**src/verilog/aisd_regs.vh**
```
// Purpose: Constants for the analog input scaling and diagnostic record block
// Assumes: 50 MHz core clock, byte-wide record reads
// Notes: Definitions only
`ifndef AISD_REGS_VH
`define AISD_REGS_VH

// Range codes
`define AISD_CODE_F27K_UNI 8'h10
`define AISD_CODE_F27K_BI 8'h12
`define AISD_CODE_F16K_UNI 8'h20
`define AISD_CODE_F16K_BI 8'h22
`define AISD_CODE_OFF 8'hFF

// Limits in the reported 16-bit format
`define AISD_F27K_HI 16'h7EFF
`define AISD_F27K_LO_BI 16'h8100
`define AISD_F27K_LO_UNI 16'hED00
`define AISD_F16K_HI 16'h5000
`define AISD_F16K_LO_BI 16'hB000
`define AISD_F16K_LO_UNI 16'hF333
// Raw converter code is 16384 per 10 V; 27648 format is raw * 27 / 16
`define AISD_F27K_MUL 22'h00001B
`define AISD_F27K_SHIFT 4

// Record access
`define AISD_MODE_SET 2'h0
`define AISD_MODE_INDEX 2'h1
`define AISD_MODE_SUB 2'h2
`define AISD_SET_HEAD 8'h00
`define AISD_SET_FULL 8'h01
`define AISD_INDEX_HEAD 16'h2F00
`define AISD_INDEX_FULL 16'h2F01
`define AISD_SUB_INDEX 16'h5005
`define AISD_SUB_FIRST 8'h02
`define AISD_SUB_LAST 8'h11
`define AISD_SUB_STAMP 8'h13
`define AISD_REC_HEAD_LEN 5'h04
`define AISD_REC_LEN 5'h14
`define AISD_REC_STAMP_OFS 5'h10

// Record byte offsets
`define AISD_B_SUMMARY 0
`define AISD_B_MODINFO 1
`define AISD_B_RSVD_C 2
`define AISD_B_INTERNAL 3
`define AISD_B_KIND 4
`define AISD_B_BITS 5
`define AISD_B_COUNT 6
`define AISD_B_GROUPS 7
`define AISD_B_CHAN0 8

// Constant bytes
`define AISD_MODULE_INFO 8'h15
`define AISD_CHANNEL_KIND 8'h71
`define AISD_BITS_PER_CHAN 8'h08
`define AISD_CHANNEL_COUNT 8'h04

// Field positions
`define AISD_SUM_MOD_FAIL 0
`define AISD_SUM_INT_ERR 1
`define AISD_SUM_EXT_ERR 2
`define AISD_SUM_CHAN_ERR 3
`define AISD_SUM_AUX_MISS 4
`define AISD_SUM_PARAM 7
`define AISD_INT_BUF_OVF 3
`define AISD_INT_COMM 4
`define AISD_CH_PARAM 0
`define AISD_CH_UNDER 6
`define AISD_CH_OVER 7

// Microsecond ticker
`define AISD_CLK_NS 20
`define AISD_US_NS 1000
`define AISD_US_CYC (`AISD_US_NS / `AISD_CLK_NS)
// Last divider count of one microsecond
`define AISD_US_LAST 6'h31

`endif

```
**src/verilog/aisd_scale.v**
```verilog
// Purpose: Scale one raw conversion to the selected range format
// Assumes: Raw code is signed, 16384 counts per 10 V
// Notes: Purely combinational
`timescale 1ns/1ps
`default_nettype none
`include "aisd_regs.vh"

module aisd_scale (
	input wire [7:0] range_code,
	input wire [15:0] raw,
	output reg [15:0] value,
	output reg over,
	output reg under,
	output reg param_err,
	output reg chan_off
);

wire signed [21:0] raw_x = {{6{raw[15]}}, raw};
wire signed [21:0] f27k_prod = raw_x * $signed(`AISD_F27K_MUL);
wire signed [21:0] f27k_val = f27k_prod >>> `AISD_F27K_SHIFT;
reg signed [21:0] scaled;
reg signed [21:0] hi;
reg signed [21:0] lo;
reg [15:0] hi16;
reg [15:0] lo16;

always @* begin
	chan_off = 1'b0;
	param_err = 1'b0;
	scaled = raw_x;
	hi16 = `AISD_F16K_HI;
	lo16 = `AISD_F16K_LO_BI;
	case (range_code)
		`AISD_CODE_F27K_BI: begin
			scaled = f27k_val;
			hi16 = `AISD_F27K_HI;
			lo16 = `AISD_F27K_LO_BI;
		end
		`AISD_CODE_F27K_UNI: begin
			scaled = f27k_val;
			hi16 = `AISD_F27K_HI;
			lo16 = `AISD_F27K_LO_UNI;
		end
		`AISD_CODE_F16K_BI: begin
			scaled = raw_x;
		end
		`AISD_CODE_F16K_UNI: begin
			scaled = raw_x;
			lo16 = `AISD_F16K_LO_UNI;
		end
		`AISD_CODE_OFF: chan_off = 1'b1;
		default: param_err = 1'b1;
	endcase
	hi = {{6{hi16[15]}}, hi16};
	lo = {{6{lo16[15]}}, lo16};
	over = 1'b0;
	under = 1'b0;
	value = scaled[15:0];
	if (chan_off || param_err) begin
		value = 16'h0000;
	end else if (scaled > hi) begin
		over = 1'b1;
		value = hi16;
	end else if (scaled < lo) begin
		under = 1'b1;
		value = lo16;
	end
end

endmodule
`default_nettype wire

```
**src/verilog/aisd_top.v**
```verilog
// Purpose: Digital side of a four-channel analog voltage input module
// Assumes: Conversions arrive from same-clock logic; coupler reads one byte per request
// Notes: Record is read only; no interrupt output exists
`timescale 1ns/1ps
`default_nettype none
`include "aisd_regs.vh"

module aisd_top (
	input wire core_clk,
	input wire rst_b,
	input wire [31:0] channel_range_code,
	input wire conv_valid,
	input wire [1:0] conv_chan,
	input wire [15:0] conv_data,
	input wire module_fail,
	input wire internal_err,
	input wire external_err,
	input wire aux_supply_ok_pin,
	input wire diag_buf_ovf,
	input wire int_comm_err,
	input wire rec_req,
	input wire [1:0] rec_mode,
	input wire [7:0] record_set_number,
	input wire [15:0] object_index,
	input wire [7:0] object_subindex,
	input wire [4:0] rec_byte,
	output reg [15:0] meas_value_r,
	output reg [1:0] meas_chan_r,
	output reg meas_valid_r,
	output reg [3:0] chan_led_r,
	output reg rec_ack_r,
	output reg [7:0] rec_data_r,
	output reg rec_err_r
);

////////////////////////////////////////////////////////////////////////////////
// Range code checks

function param_bad;
	input [7:0] code;
	begin
		case (code)
			`AISD_CODE_F27K_UNI, `AISD_CODE_F27K_BI,
			`AISD_CODE_F16K_UNI, `AISD_CODE_F16K_BI,
			`AISD_CODE_OFF: param_bad = 1'b0;
			default: param_bad = 1'b1;
		endcase
	end
endfunction

wire [3:0] chan_off;
wire [3:0] chan_param;
genvar gi;
generate
	for (gi = 0; gi < 4; gi = gi + 1) begin : g_code
		assign chan_off[gi] = (channel_range_code[gi*8 +: 8] == `AISD_CODE_OFF);
		assign chan_param[gi] = param_bad(channel_range_code[gi*8 +: 8]);
	end
endgenerate

////////////////////////////////////////////////////////////////////////////////
// Pin synchroniser

reg aux_meta_r;
reg aux_sync_r;

always @(posedge core_clk or negedge rst_b) begin
	if (!rst_b) begin
		aux_meta_r <= 1'b1;
		aux_sync_r <= 1'b1;
	end else begin
		aux_meta_r <= aux_supply_ok_pin;
		aux_sync_r <= aux_meta_r;
	end
end

////////////////////////////////////////////////////////////////////////////////
// Conversion scaling

wire [7:0] sel_code = channel_range_code[conv_chan*8 +: 8];
wire [15:0] sc_value;
wire sc_over;
wire sc_under;
wire sc_param;
wire sc_off;

aisd_scale u_scale (
	.range_code(sel_code),
	.raw(conv_data),
	.value(sc_value),
	.over(sc_over),
	.under(sc_under),
	.param_err(sc_param),
	.chan_off(sc_off)
);

reg [3:0] over_r;
reg [3:0] under_r;

always @(posedge core_clk or negedge rst_b) begin
	if (!rst_b) begin
		meas_value_r <= 16'h0000;
		meas_chan_r <= 2'h0;
		meas_valid_r <= 1'b0;
	end else begin
		meas_valid_r <= 1'b0;
		if (conv_valid && !sc_off && !sc_param) begin
			meas_value_r <= sc_value;
			meas_chan_r <= conv_chan;
			meas_valid_r <= 1'b1;
		end
	end
end

// Range flags follow the latest conversion of each channel
always @(posedge core_clk or negedge rst_b) begin
	if (!rst_b) begin
		over_r <= 4'h0;
		under_r <= 4'h0;
	end else begin
		// Latest result of the converted channel; off channels forced clear
		over_r <= (conv_valid ? (over_r & ~(4'h1 << conv_chan)) |
			({3'h0, sc_over} << conv_chan) : over_r) & ~chan_off;
		under_r <= (conv_valid ? (under_r & ~(4'h1 << conv_chan)) |
			({3'h0, sc_under} << conv_chan) : under_r) & ~chan_off;
	end
end

////////////////////////////////////////////////////////////////////////////////
// Diagnostic bytes

wire [7:0] chan_byte [0:3];
wire [3:0] group_err;
generate
	for (gi = 0; gi < 4; gi = gi + 1) begin : g_chan
		assign chan_byte[gi] = {over_r[gi], under_r[gi], 5'h00, chan_param[gi]};
		assign group_err[gi] = |chan_byte[gi];
	end
endgenerate

wire [7:0] group_byte = {4'h0, group_err};
wire [7:0] summary_byte;
assign summary_byte[`AISD_SUM_MOD_FAIL] = module_fail;
assign summary_byte[`AISD_SUM_INT_ERR] = internal_err;
assign summary_byte[`AISD_SUM_EXT_ERR] = external_err;
assign summary_byte[`AISD_SUM_CHAN_ERR] = |group_err;
assign summary_byte[`AISD_SUM_AUX_MISS] = ~aux_sync_r;
assign summary_byte[6:5] = 2'h0;
assign summary_byte[`AISD_SUM_PARAM] = |chan_param;
wire [7:0] internal_byte = {3'h0, int_comm_err, diag_buf_ovf, 3'h0};

// Registered record image; reads and event detection share it
reg [7:0] summary_r;
reg [7:0] internal_r;
reg [7:0] groups_r;
reg [31:0] chan_bytes_r;
wire [31:0] chan_bytes_nxt = {chan_byte[3], chan_byte[2], chan_byte[1], chan_byte[0]};

always @(posedge core_clk or negedge rst_b) begin
	if (!rst_b) begin
		summary_r <= 8'h00;
		internal_r <= 8'h00;
		groups_r <= 8'h00;
		chan_bytes_r <= 32'h00000000;
	end else begin
		summary_r <= summary_byte;
		internal_r <= internal_byte;
		groups_r <= group_byte;
		chan_bytes_r <= chan_bytes_nxt;
	end
end

// Indicators: off for deactivated channels
always @(posedge core_clk or negedge rst_b) begin
	if (!rst_b) begin
		chan_led_r <= 4'h0;
	end else begin
		chan_led_r <= group_err & ~chan_off;
	end
end

////////////////////////////////////////////////////////////////////////////////
// Microsecond ticker and event stamp

reg [5:0] us_div_r;
reg [31:0] us_cnt_r;
reg [31:0] stamp_r;
wire us_tick = (us_div_r == `AISD_US_LAST);
wire diag_event = (summary_byte != summary_r) || (internal_byte != internal_r) ||
	(chan_bytes_nxt != chan_bytes_r);

always @(posedge core_clk or negedge rst_b) begin
	if (!rst_b) begin
		us_div_r <= 6'h00;
		us_cnt_r <= 32'h00000000;
		stamp_r <= 32'h00000000;
	end else begin
		us_div_r <= us_tick ? 6'h00 : us_div_r + 6'h01;
		if (us_tick) begin
			us_cnt_r <= us_cnt_r + 32'h00000001;
		end
		if (diag_event) begin
			stamp_r <= us_cnt_r;
		end
	end
end

////////////////////////////////////////////////////////////////////////////////
// Record read port

reg [7:0] rec_image [0:19];
integer k;

always @* begin
	rec_image[`AISD_B_SUMMARY] = summary_r;
	rec_image[`AISD_B_MODINFO] = `AISD_MODULE_INFO;
	rec_image[`AISD_B_RSVD_C] = 8'h00;
	rec_image[`AISD_B_INTERNAL] = internal_r;
	rec_image[`AISD_B_KIND] = `AISD_CHANNEL_KIND;
	rec_image[`AISD_B_BITS] = `AISD_BITS_PER_CHAN;
	rec_image[`AISD_B_COUNT] = `AISD_CHANNEL_COUNT;
	rec_image[`AISD_B_GROUPS] = groups_r;
	for (k = 0; k < 4; k = k + 1) begin
		rec_image[`AISD_B_CHAN0 + k] = chan_bytes_r[k*8 +: 8];
		rec_image[12 + k] = 8'h00;
		rec_image[16 + k] = stamp_r[k*8 +: 8];
	end
end

reg [4:0] rd_ofs;
reg rd_bad;
reg [4:0] sub_ofs;
wire [7:0] sub_diff = object_subindex - `AISD_SUB_FIRST;

always @* begin
	rd_ofs = rec_byte;
	rd_bad = 1'b0;
	sub_ofs = sub_diff[4:0];
	case (rec_mode)
		`AISD_MODE_SET: begin
			if (record_set_number == `AISD_SET_FULL) begin
				rd_bad = (rec_byte >= `AISD_REC_LEN);
			end else if (record_set_number == `AISD_SET_HEAD) begin
				rd_bad = (rec_byte >= `AISD_REC_HEAD_LEN);
			end else begin
				rd_bad = 1'b1;
			end
		end
		`AISD_MODE_INDEX: begin
			if (object_index == `AISD_INDEX_FULL) begin
				rd_bad = (rec_byte >= `AISD_REC_LEN);
			end else if (object_index == `AISD_INDEX_HEAD) begin
				rd_bad = (rec_byte >= `AISD_REC_HEAD_LEN);
			end else begin
				rd_bad = 1'b1;
			end
		end
		`AISD_MODE_SUB: begin
			if (object_index != `AISD_SUB_INDEX) begin
				rd_bad = 1'b1;
			end else if (object_subindex >= `AISD_SUB_FIRST &&
				object_subindex <= `AISD_SUB_LAST) begin
				rd_ofs = sub_ofs;
			end else if (object_subindex == `AISD_SUB_STAMP) begin
				rd_ofs = `AISD_REC_STAMP_OFS + {3'h0, rec_byte[1:0]};
			end else begin
				rd_bad = 1'b1;
			end
		end
		default: rd_bad = 1'b1;
	endcase
end

always @(posedge core_clk or negedge rst_b) begin
	if (!rst_b) begin
		rec_ack_r <= 1'b0;
		rec_data_r <= 8'h00;
		rec_err_r <= 1'b0;
	end else begin
		rec_ack_r <= rec_req;
		rec_err_r <= rec_req && rd_bad;
		if (rec_req) begin
			rec_data_r <= rd_bad ? 8'h00 : rec_image[rd_ofs];
		end
	end
end

endmodule
`default_nettype wire

```
**config.mk**
```make
export PLATFORM = sky130hd
export DESIGN_NAME = aisd_top
export DESIGN_NICKNAME = d
export VERILOG_FILES = /design/src/verilog/aisd_scale.v /design/src/verilog/aisd_top.v
export VERILOG_INCLUDE_DIRS = /design/src /design/src/verilog
export SDC_FILE = /design/constraint.sdc
export NUM_CORES = 1
export LEC_CHECK = 0
export ABC_AREA = 1
export BUFFER_PORTS_ARGS = -buffer_cell sky130_fd_sc_hd__buf_4
export CAP_MARGIN = 20
export CELL_PAD_IN_SITES_DETAIL_PLACEMENT = 1
export CELL_PAD_IN_SITES_GLOBAL_PLACEMENT = 1
export CORE_UTILIZATION = 46
export DETAILED_ROUTE_END_ITERATION = 10
export PLACE_DENSITY = 0.88
export SETUP_SLACK_MARGIN = 0.1
export SLEW_MARGIN = 0
export SYNTH_ARGS = -nofsm -noshare
export SYNTH_HDL_FRONTEND = slang
export SYNTH_SLANG_ARGS = --single-unit
export TNS_END_PERCENT = 10
```
**constraint.sdc**
```tcl
create_clock -name core_clk -period 8.4 [get_ports core_clk]
set_input_delay 0.84 -clock core_clk [delete_from_list [all_inputs] [get_ports core_clk]]
set_output_delay 0.84 -clock core_clk [all_outputs]
set_load 0.01 [all_outputs]
```
==> results of run 1 <==
## per-stage QoR
step           area [um^2]  instances  setup slack (ns)    util
2_1_floorplan        10320       1448             3.612       -
3_3_place_gp         11530       1839             2.928  0.5266
3_5_place_dp         11530       1839             2.830  0.5266
4_1_cts              12080       1871             3.235  0.5520
5_1_grt              12080       1871             2.627  0.5520
6_report             12080       1871             3.215  0.5520
## worst max-delay path: cells and delay by family
kind,cells,cell delay (ns)
buf+inv,5,0.41
fa+ha+maj,5,1.98
compound gates,3,0.45
simple gates,16,1.83
## layer usage
metal | vias up | GRT usage
met5 | - | 0
met4 | 0 | 0.1110
met3 | 62 | 0.03594
met2 | 216 | 0.5147
met1 | 4914 | 0.3503
li1 | 4873 | -
## placed cells by master (no fill, tap or decap), types with 26 or more instances in the layout
master | synthesis | layout
buf_4 | 4 | 134
ha_1 | 54 | 54
nand2_1 | 459 | 459
nand3_1 | 79 | 79
nand4_1 | 30 | 30
a21oi_1 | 48 | 48
xor2_1 | 33 | 33
fa_1 | 26 | 26
nor2_1 | 111 | 111
inv_1 | 211 | 211
nor3_1 | 31 | 31
dfrtp_1 | 135 | 135
o21ai_0 | 70 | 70
## kinds of logic (layout without fill, tap and decap cells)
group | after synthesis | after routing | share of synthesized area
simple gates | 781 | 781 | 0.3298
buf+inv | 241 | 384 | 0.09465
compound gates | 158 | 158 | 0.08399
flops | 137 | 137 | 0.3323
fa+ha+maj | 81 | 81 | 0.1168
xor+xnor | 50 | 50 | 0.04242
## final cells by class
class / count / area, um^2
clock buffer: 17 / 425.4
clock inverter: 15 / 130.1
fill: 2824 / 9807
inverter: 217 / 814.5
multi-input combinational: 1070 / 5916
sequential: 137 / 3431
tap: 280 / 350.3
timing repair buffer: 135 / 1017
## registers in the layout (all words and copies together) (netlist names)
register,cells
aux_meta_r,1
over_r,4
meas_valid_r,1
us_cnt_r,32
internal_r,2
rec_err_r,1
under_r,4
us_div_r,6
chan_bytes_r,12
rec_data_r,8
summary_r,6
stamp_r,32
meas_chan_r,2
aux_sync_r,1
rec_ack_r,1
groups_r,4
chan_led_r,4
meas_value_r,16
## path summary, 6_finish.rpt
kind	end	slack, ns	startpoint	cells after the start
max in group asynchronous	us_cnt_r[13]$_DFFE_PN0N_	6.75	rst_b	2
setup reg to reg	us_cnt_r[29]$_DFFE_PN0N_	4.94	us_div_r[1]$_DFF_PN0_	17
hold / removal	aux_sync_r$_DFF_PN1_	0.40	aux_meta_r$_DFF_PN1_	0
hold reg to reg	aux_sync_r$_DFF_PN1_	0.40	aux_meta_r$_DFF_PN1_	0
setup / recovery	meas_value_r[0]$_DFFE_PN0P_	3.21	conv_data[4]	29
min in group asynchronous	chan_led_r[2]$_DFF_PN0_	0.47	rst_b	1
## power by group
group	internal, mW	switching [mW]	total [mW]
Combinational	0.321	0.505	0.825
Clock	0.388	0.326	0.714
Sequential	0.718	0.0556	0.774
==> summary.md, run 1 <==
| Metric | Value |
|---|---|
| Outcome | `complete, no violations` |
| Post-CTS Setup Inserts | `0` |
| GP Congestion | `0.8829` |
| Worst EP required | `8.71 ns` |
| Total grt overflow | `0` |
| FMAX | `192.9 MHz` |
| DRC | `0` |
| Pwr Total | `2.312 mW` |
| Die ar. | `23,050 um^2` |
| Drt wl/cell | `17.05 um` |
| Post-synth net total | `1,627` |
| HPWL after detailed placement | `24,940 um` |
| Final worst path period share | `0.6173` |
| # H-tree levels | `4` |
| I/O pins | `132` |
| Setup Skew | `0.01430 ns` |
| Vias post-DR | `10.07k` |
| Metal3 WL | `962 um` |
| Final setup vio count | `0` |
| Area growth syn-to-layout | `17.05%` |
| Synth cell count leaders | `nand2_1 (459), inv_1 (211), dfrtp_1 (135), nor2_1 (111), nand3_1 (79)` |
| Slew @ Worst Pin | `0.9003 ns` |
| Wl on met1 | `13,620 um` |
| CTS Buf Count | `17` |
| TritonCTS clock tree | `built` |
| Synth Cell Area | `10,320 um^2` |
| Max Cap Viol | `0` |
| Yosys top cell by area | `dfrtp_1` |
| Starting Density | `0.4716` |
| Setup TNS | `0 ns` |
| Clock buffer depth | `2` |
| Final hold viol count | `0` |
| First-pass GRT wire length | `53,970 um` |
| Sequential area share after synthesis | `0.3323` |
| Peak VDD IR | `0.1651 mV` |
| Most numerous cell in the Yosys netlist | `nand2_1` |
| Max transition margin | `0.3984` |
| Hold-fix buffers at CTS | `0` |
| Largest net degree at the start of global routing | `88` |
| Yosys reg bits | `137` |
| Final wirelength | `31,900 um` |
| Synth Instances | `1,448` |
| Starting DRT DRC Count | `504` |
| Number of flops mapped to enable cells by yosys | `0` |
| Minimum clock period | `5.185 ns` |
| Hold crit path type | `reg2reg` |
| Ys Warns | `0` |
| Worst-Skew Late Latency | `0.43 ns` |
| ANT cells | `0` |
| Gr usage total | `0.2874` |
| Share of layout cells above drive strength 1 | `0.1376` |
| Core box area | `21,890 um^2` |
| Drt pass-1 iters | `5` |
| Setup CP Type | `in2reg` |
| Asr flop ratio synth | `1.000` |
| RSZ-0062 raised after global routing | `no` |
| Top Metal Used | `met4` |
| # clock sinks | `137` |
| Die X | `151.8 um` |
| CTS root buf | `clkbuf_16` |
| Synth Flop Type | `dfrtp_1` |
| Top post-synthesis cells by area | `dfrtp_1 (33%), nand2_1 (17%), inv_1 (7.7%)` |
| Worst hold slack | `0.3995 ns` |
| Met2 wire len | `16,460 um` |
| IO Port Bufs | `131` |
| Synth Area per Inst | `7.130 um^2` |
| Vias in the first global route | `10.90k` |
| Synth cell types | `54` |
| CP peak stage delay | `0.53 ns` |
| Die H | `151.8 um` |
| Rows | `54` |
| Crit Path Max Fanout | `18` |
| Initial antenna violation count | `0` |
| LEAKAGE | `6.419 nW` |
| Yosys top cell area share | `0.3272` |
| Slowest cell on crit path | `fa_1` |
| Slew Limit Fails | `0` |
| Worst EP arrival | `5.50 ns` |
| Crit start category | `primary input` |
| Via-to-Cell Ratio | `5.379` |
| Clock Pin Slew Worst Setup and Hold Paths | `0.07 ns` |
| Final nets | `1,757` |
| Crit path top cell by count | `nand2_1` |
| Antenna-violating nets left | `0` |
| P per Cell Area | `191.4 nW/um^2` |
| Post_cts resized | `0` |
| Setup crit end kind | `flip-flop` |
No activity file was read; power rests on OpenSTA's default activity.
==> run 2: changes to the inputs <==
ABC_AREA = 0   (was 1)
CORE_UTILIZATION = 41   (was 46)
PLACE_DENSITY = 0.79   (was 0.88)
clock period = 4.4 ns   (was 8.4 ns; I/O delays follow)
==> summary.md, run 2 <==
| Metric | Value |
|---|---|
| Rows | `55` |
| DRC | `0` |
| Gr usage total | `0.3121` |
| CTS root buf | `clkbuf_16` |
| Most numerous cell in the Yosys netlist | `dfrtp_1` |
| Initial antenna violation count | `0` |
| Placed cells | `1,559` |
| Post-synth net total | `1,197` |
| GP Congestion | `0.8743` |
| # H-tree levels | `4` |
| RSZ-0062 raised after global routing | `yes` |
| Pwr Total | `5.266 mW` |
| Worst EP required | `4.75 ns` |
| Final nets | `1,499` |
| Synth cell types | `77` |
| LEAKAGE | `6.124 nW` |
| Share of layout cells above drive strength 1 | `0.3818` |
| Asr flop ratio synth | `1.000` |
| Synth Instances | `1,018` |
| Worst EP arrival | `5.87 ns` |
| Setup Skew | `0.01087 ns` |
| Hold crit path type | `in2async` |
| Crit Path Max Fanout | `6` |
| Failing checks | `negative setup slack` |
| Vias post-DR | `9,603` |
| Most frequent cells in the layout | `buf_4 (296), dfrtp_1 (135), nand2_1 (122), inv_1 (78), nor2_1 (57)` |
| Critical path's top delay family | `adder cells` |
| Total grt overflow | `0` |
| Clock buffer depth | `2` |
| Final hold viol count | `0` |
| Simple-gate area share of the yosys netlist | `0.1866` |
| TritonCTS clock tree | `built` |
| Area growth syn-to-layout | `41.10%` |
| Largest net degree at the start of global routing | `106` |
| Synth Area per Inst | `9.229 um^2` |
| Combinational family with the most area after synthesis | `simple AND/OR/NAND/NOR gates` |
| Setup CP Type | `in2reg` |
| Top post-synthesis cells by area | `dfrtp_1 (36%), ha_1 (7.2%), fa_1 (5.5%)` |
| Vias in the first global route | `10.69k` |
| Final worst path period share | `1.253` |
| Drt wl/cell | `23.06 um` |
| Yosys reg bits | `137` |
| Yosys top cell by area | `dfrtp_1` |
| Pre-CTS WS | `-1.680 ns` |
| Outcome | `complete, but fails checks` |
| Die ar. | `23,520 um^2` |
| Via-to-Cell Ratio | `5.935` |
| Crit path top cell by count | `buf_4` |
| Xor/xnor share of the synthesized area | `0.06339` |
| Yosys top cell area share | `0.3596` |
| PnR worst setup slack | `-1.115 ns` |
| Adder-cell share of the synthesized area | `0.1273` |
| Crit start category | `primary input` |
| Placed Area | `11,930 um^2` |
| Starting DRT DRC Count | `674` |
| Minimum clock period | `5.515 ns` |
| Sequential area share after synthesis | `0.3652` |
| Drt pass-1 iters | `5` |
| CP peak stage delay | `0.56 ns` |
| Antenna-violating nets left | `0` |
| ANT cells | `0` |
| Ys Warns | `0` |
| Hold-fix buffers at CTS | `0` |
| Max Cap Viol | `0` |
| Top flop regs | `stamp_r: 32 flops, us_cnt_r: 32 flops, meas_value_r: 16 flops` |
| First-pass GRT wire length | `57,440 um` |
| HPWL after detailed placement | `23,940 um` |
| Die X | `153.4 um` |
| Synth Flop Type | `dfrtp_1` |
| Setup TNS | `-20.67 ns` |
| Final wirelength | `37,320 um` |
| Fin area | `13,260 um^2` |
| Peak VDD IR | `0.3059 mV` |
| Utilization after layout | `0.5873` |
| Clock Pin Slew Worst Setup and Hold Paths | `0.06 ns` |
| Slew Limit Fails | `0` |
| Max transition margin | `0.3605` |
| Synth Cell Area | `9395 um^2` |
| FMAX | `181.3 MHz` |
| Synth Area in Compound Gates | `0.1462` |
| Synth cell count leaders | `dfrtp_1 (135), nand2_1 (125), inv_1 (91), nor2_1 (62)` |
| Slew @ Worst Pin | `0.9592 ns` |
| I/O pins | `132` |
| Worst hold slack | `0.1356 ns` |
| CP bufs+invs | `6` |
| Most common cell after layout, fill and taps aside | `buf_4` |
| Starting Density | `0.4162` |
| Final setup vio count | `23` |
| Setup crit end kind | `flip-flop` |
| IO Port Bufs | `131` |
| Fillers | `2,508` |
| Multiplexer area fraction after synthesis | `0.06073` |
| Worst-Skew Late Latency | `0.42 ns` |
| Slowest cell on crit path | `fa_1` |
| Core box area | `22,570 um^2` |
| # clock sinks | `137` |
| CTS Buf Count | `17` |
| P per Cell Area | `397.2 nW/um^2` |
| Number of flops mapped to enable cells by yosys | `0` |
| Post-route insts no fill | `1,618` |
| Die H | `153.4 um` |
[run 2: final timing paths]
check / startpoint / end / slack [ns] / depth (start not counted)
min in group core_clk: aux_supply_ok_pin / aux_meta_r$_DFF_PN1_ / 0.14 / 1
max reg2reg: us_div_r[1]$_DFF_PN0_ / us_cnt_r[28]$_DFFE_PN0N_ / 1.41 / 11
min: rst_b / us_cnt_r[20]$_DFFE_PN0N_ / 0.14 / 1
max in group asynchronous: rst_b / aux_sync_r$_DFF_PN1_ / 3.19 / 2
min reg2reg: aux_meta_r$_DFF_PN1_ / aux_sync_r$_DFF_PN1_ / 0.36 / 0
max: conv_data[13] / under_r[2]$_DFF_PN0_ / -1.11 / 25
[run 2: worst reg2reg max path: stages (launching register included)]
cell     delay [ns]
dfrtp_1        0.40
inv_1          0.06
ha_1           0.12
and4_1         0.39
and3_1         0.25
and3_1         0.30
nand2_1        0.14
nor2_1         0.27
nand2_1        0.14
nor2_1         0.42
nand3_1        0.19
xnor2_1        0.17
[run 2: kinds of logic after synthesis]
| kind of cell | count (synthesis) |
|---|---|
| AO/OA/AOI/OAI | 203 |
| flip-flops | 137 |
| multiplexers | 46 |
| AND/OR/NAND/NOR | 361 |
| adder cells (fa/ha/maj) | 80 |
| buffers and inverters | 123 |
| XOR/XNOR | 68 |
[run 2: final cells by class]
| cell class | instances | area [um^2] | share of cell area |
|---|---|---|---|
| Clock buffer | 19 | 442.9 | 0.03341 |
| Inverter | 93 | 354.1 | 0.02671 |
| Tap cell | 285 | 356.6 | 0.02690 |
| Clock inverter | 13 | 158.9 | 0.01199 |
| Timing Repair Buffer | 313 | 2430 | 0.1833 |
| Sequential cell | 137 | 3431 | 0.2588 |
| Multi-Input combinational cell | 758 | 6083 | 0.4589 |
[run 2: report_power, final]
part / total, mW / internal (mW) / switching (mW)
clock network: 1.48 / 0.869 / 0.610
registers: 1.36 / 1.31 / 0.0461
logic: 2.43 / 1.15 / 1.28
[run 2: repair_timing]
item                                    4_1_cts  5_1_grt
gates resized for setup                      65       45
pin swaps                                    40       31
setup buffers                                24        5
endpoints found under the setup margin       23       23
endpoints found under the hold margin         0        0
[run 2: metal layers]
layer / vias up / track usage / share of wire
met3: 156 / 0.04820 / 0.049
met5: - / 0 / 0
met2: 406 / 0.5917 / 0.53
met4: 0 / 0.1524 / 0.053
met1: 4838 / 0.3360 / 0.37
li1: 4203 / - / -
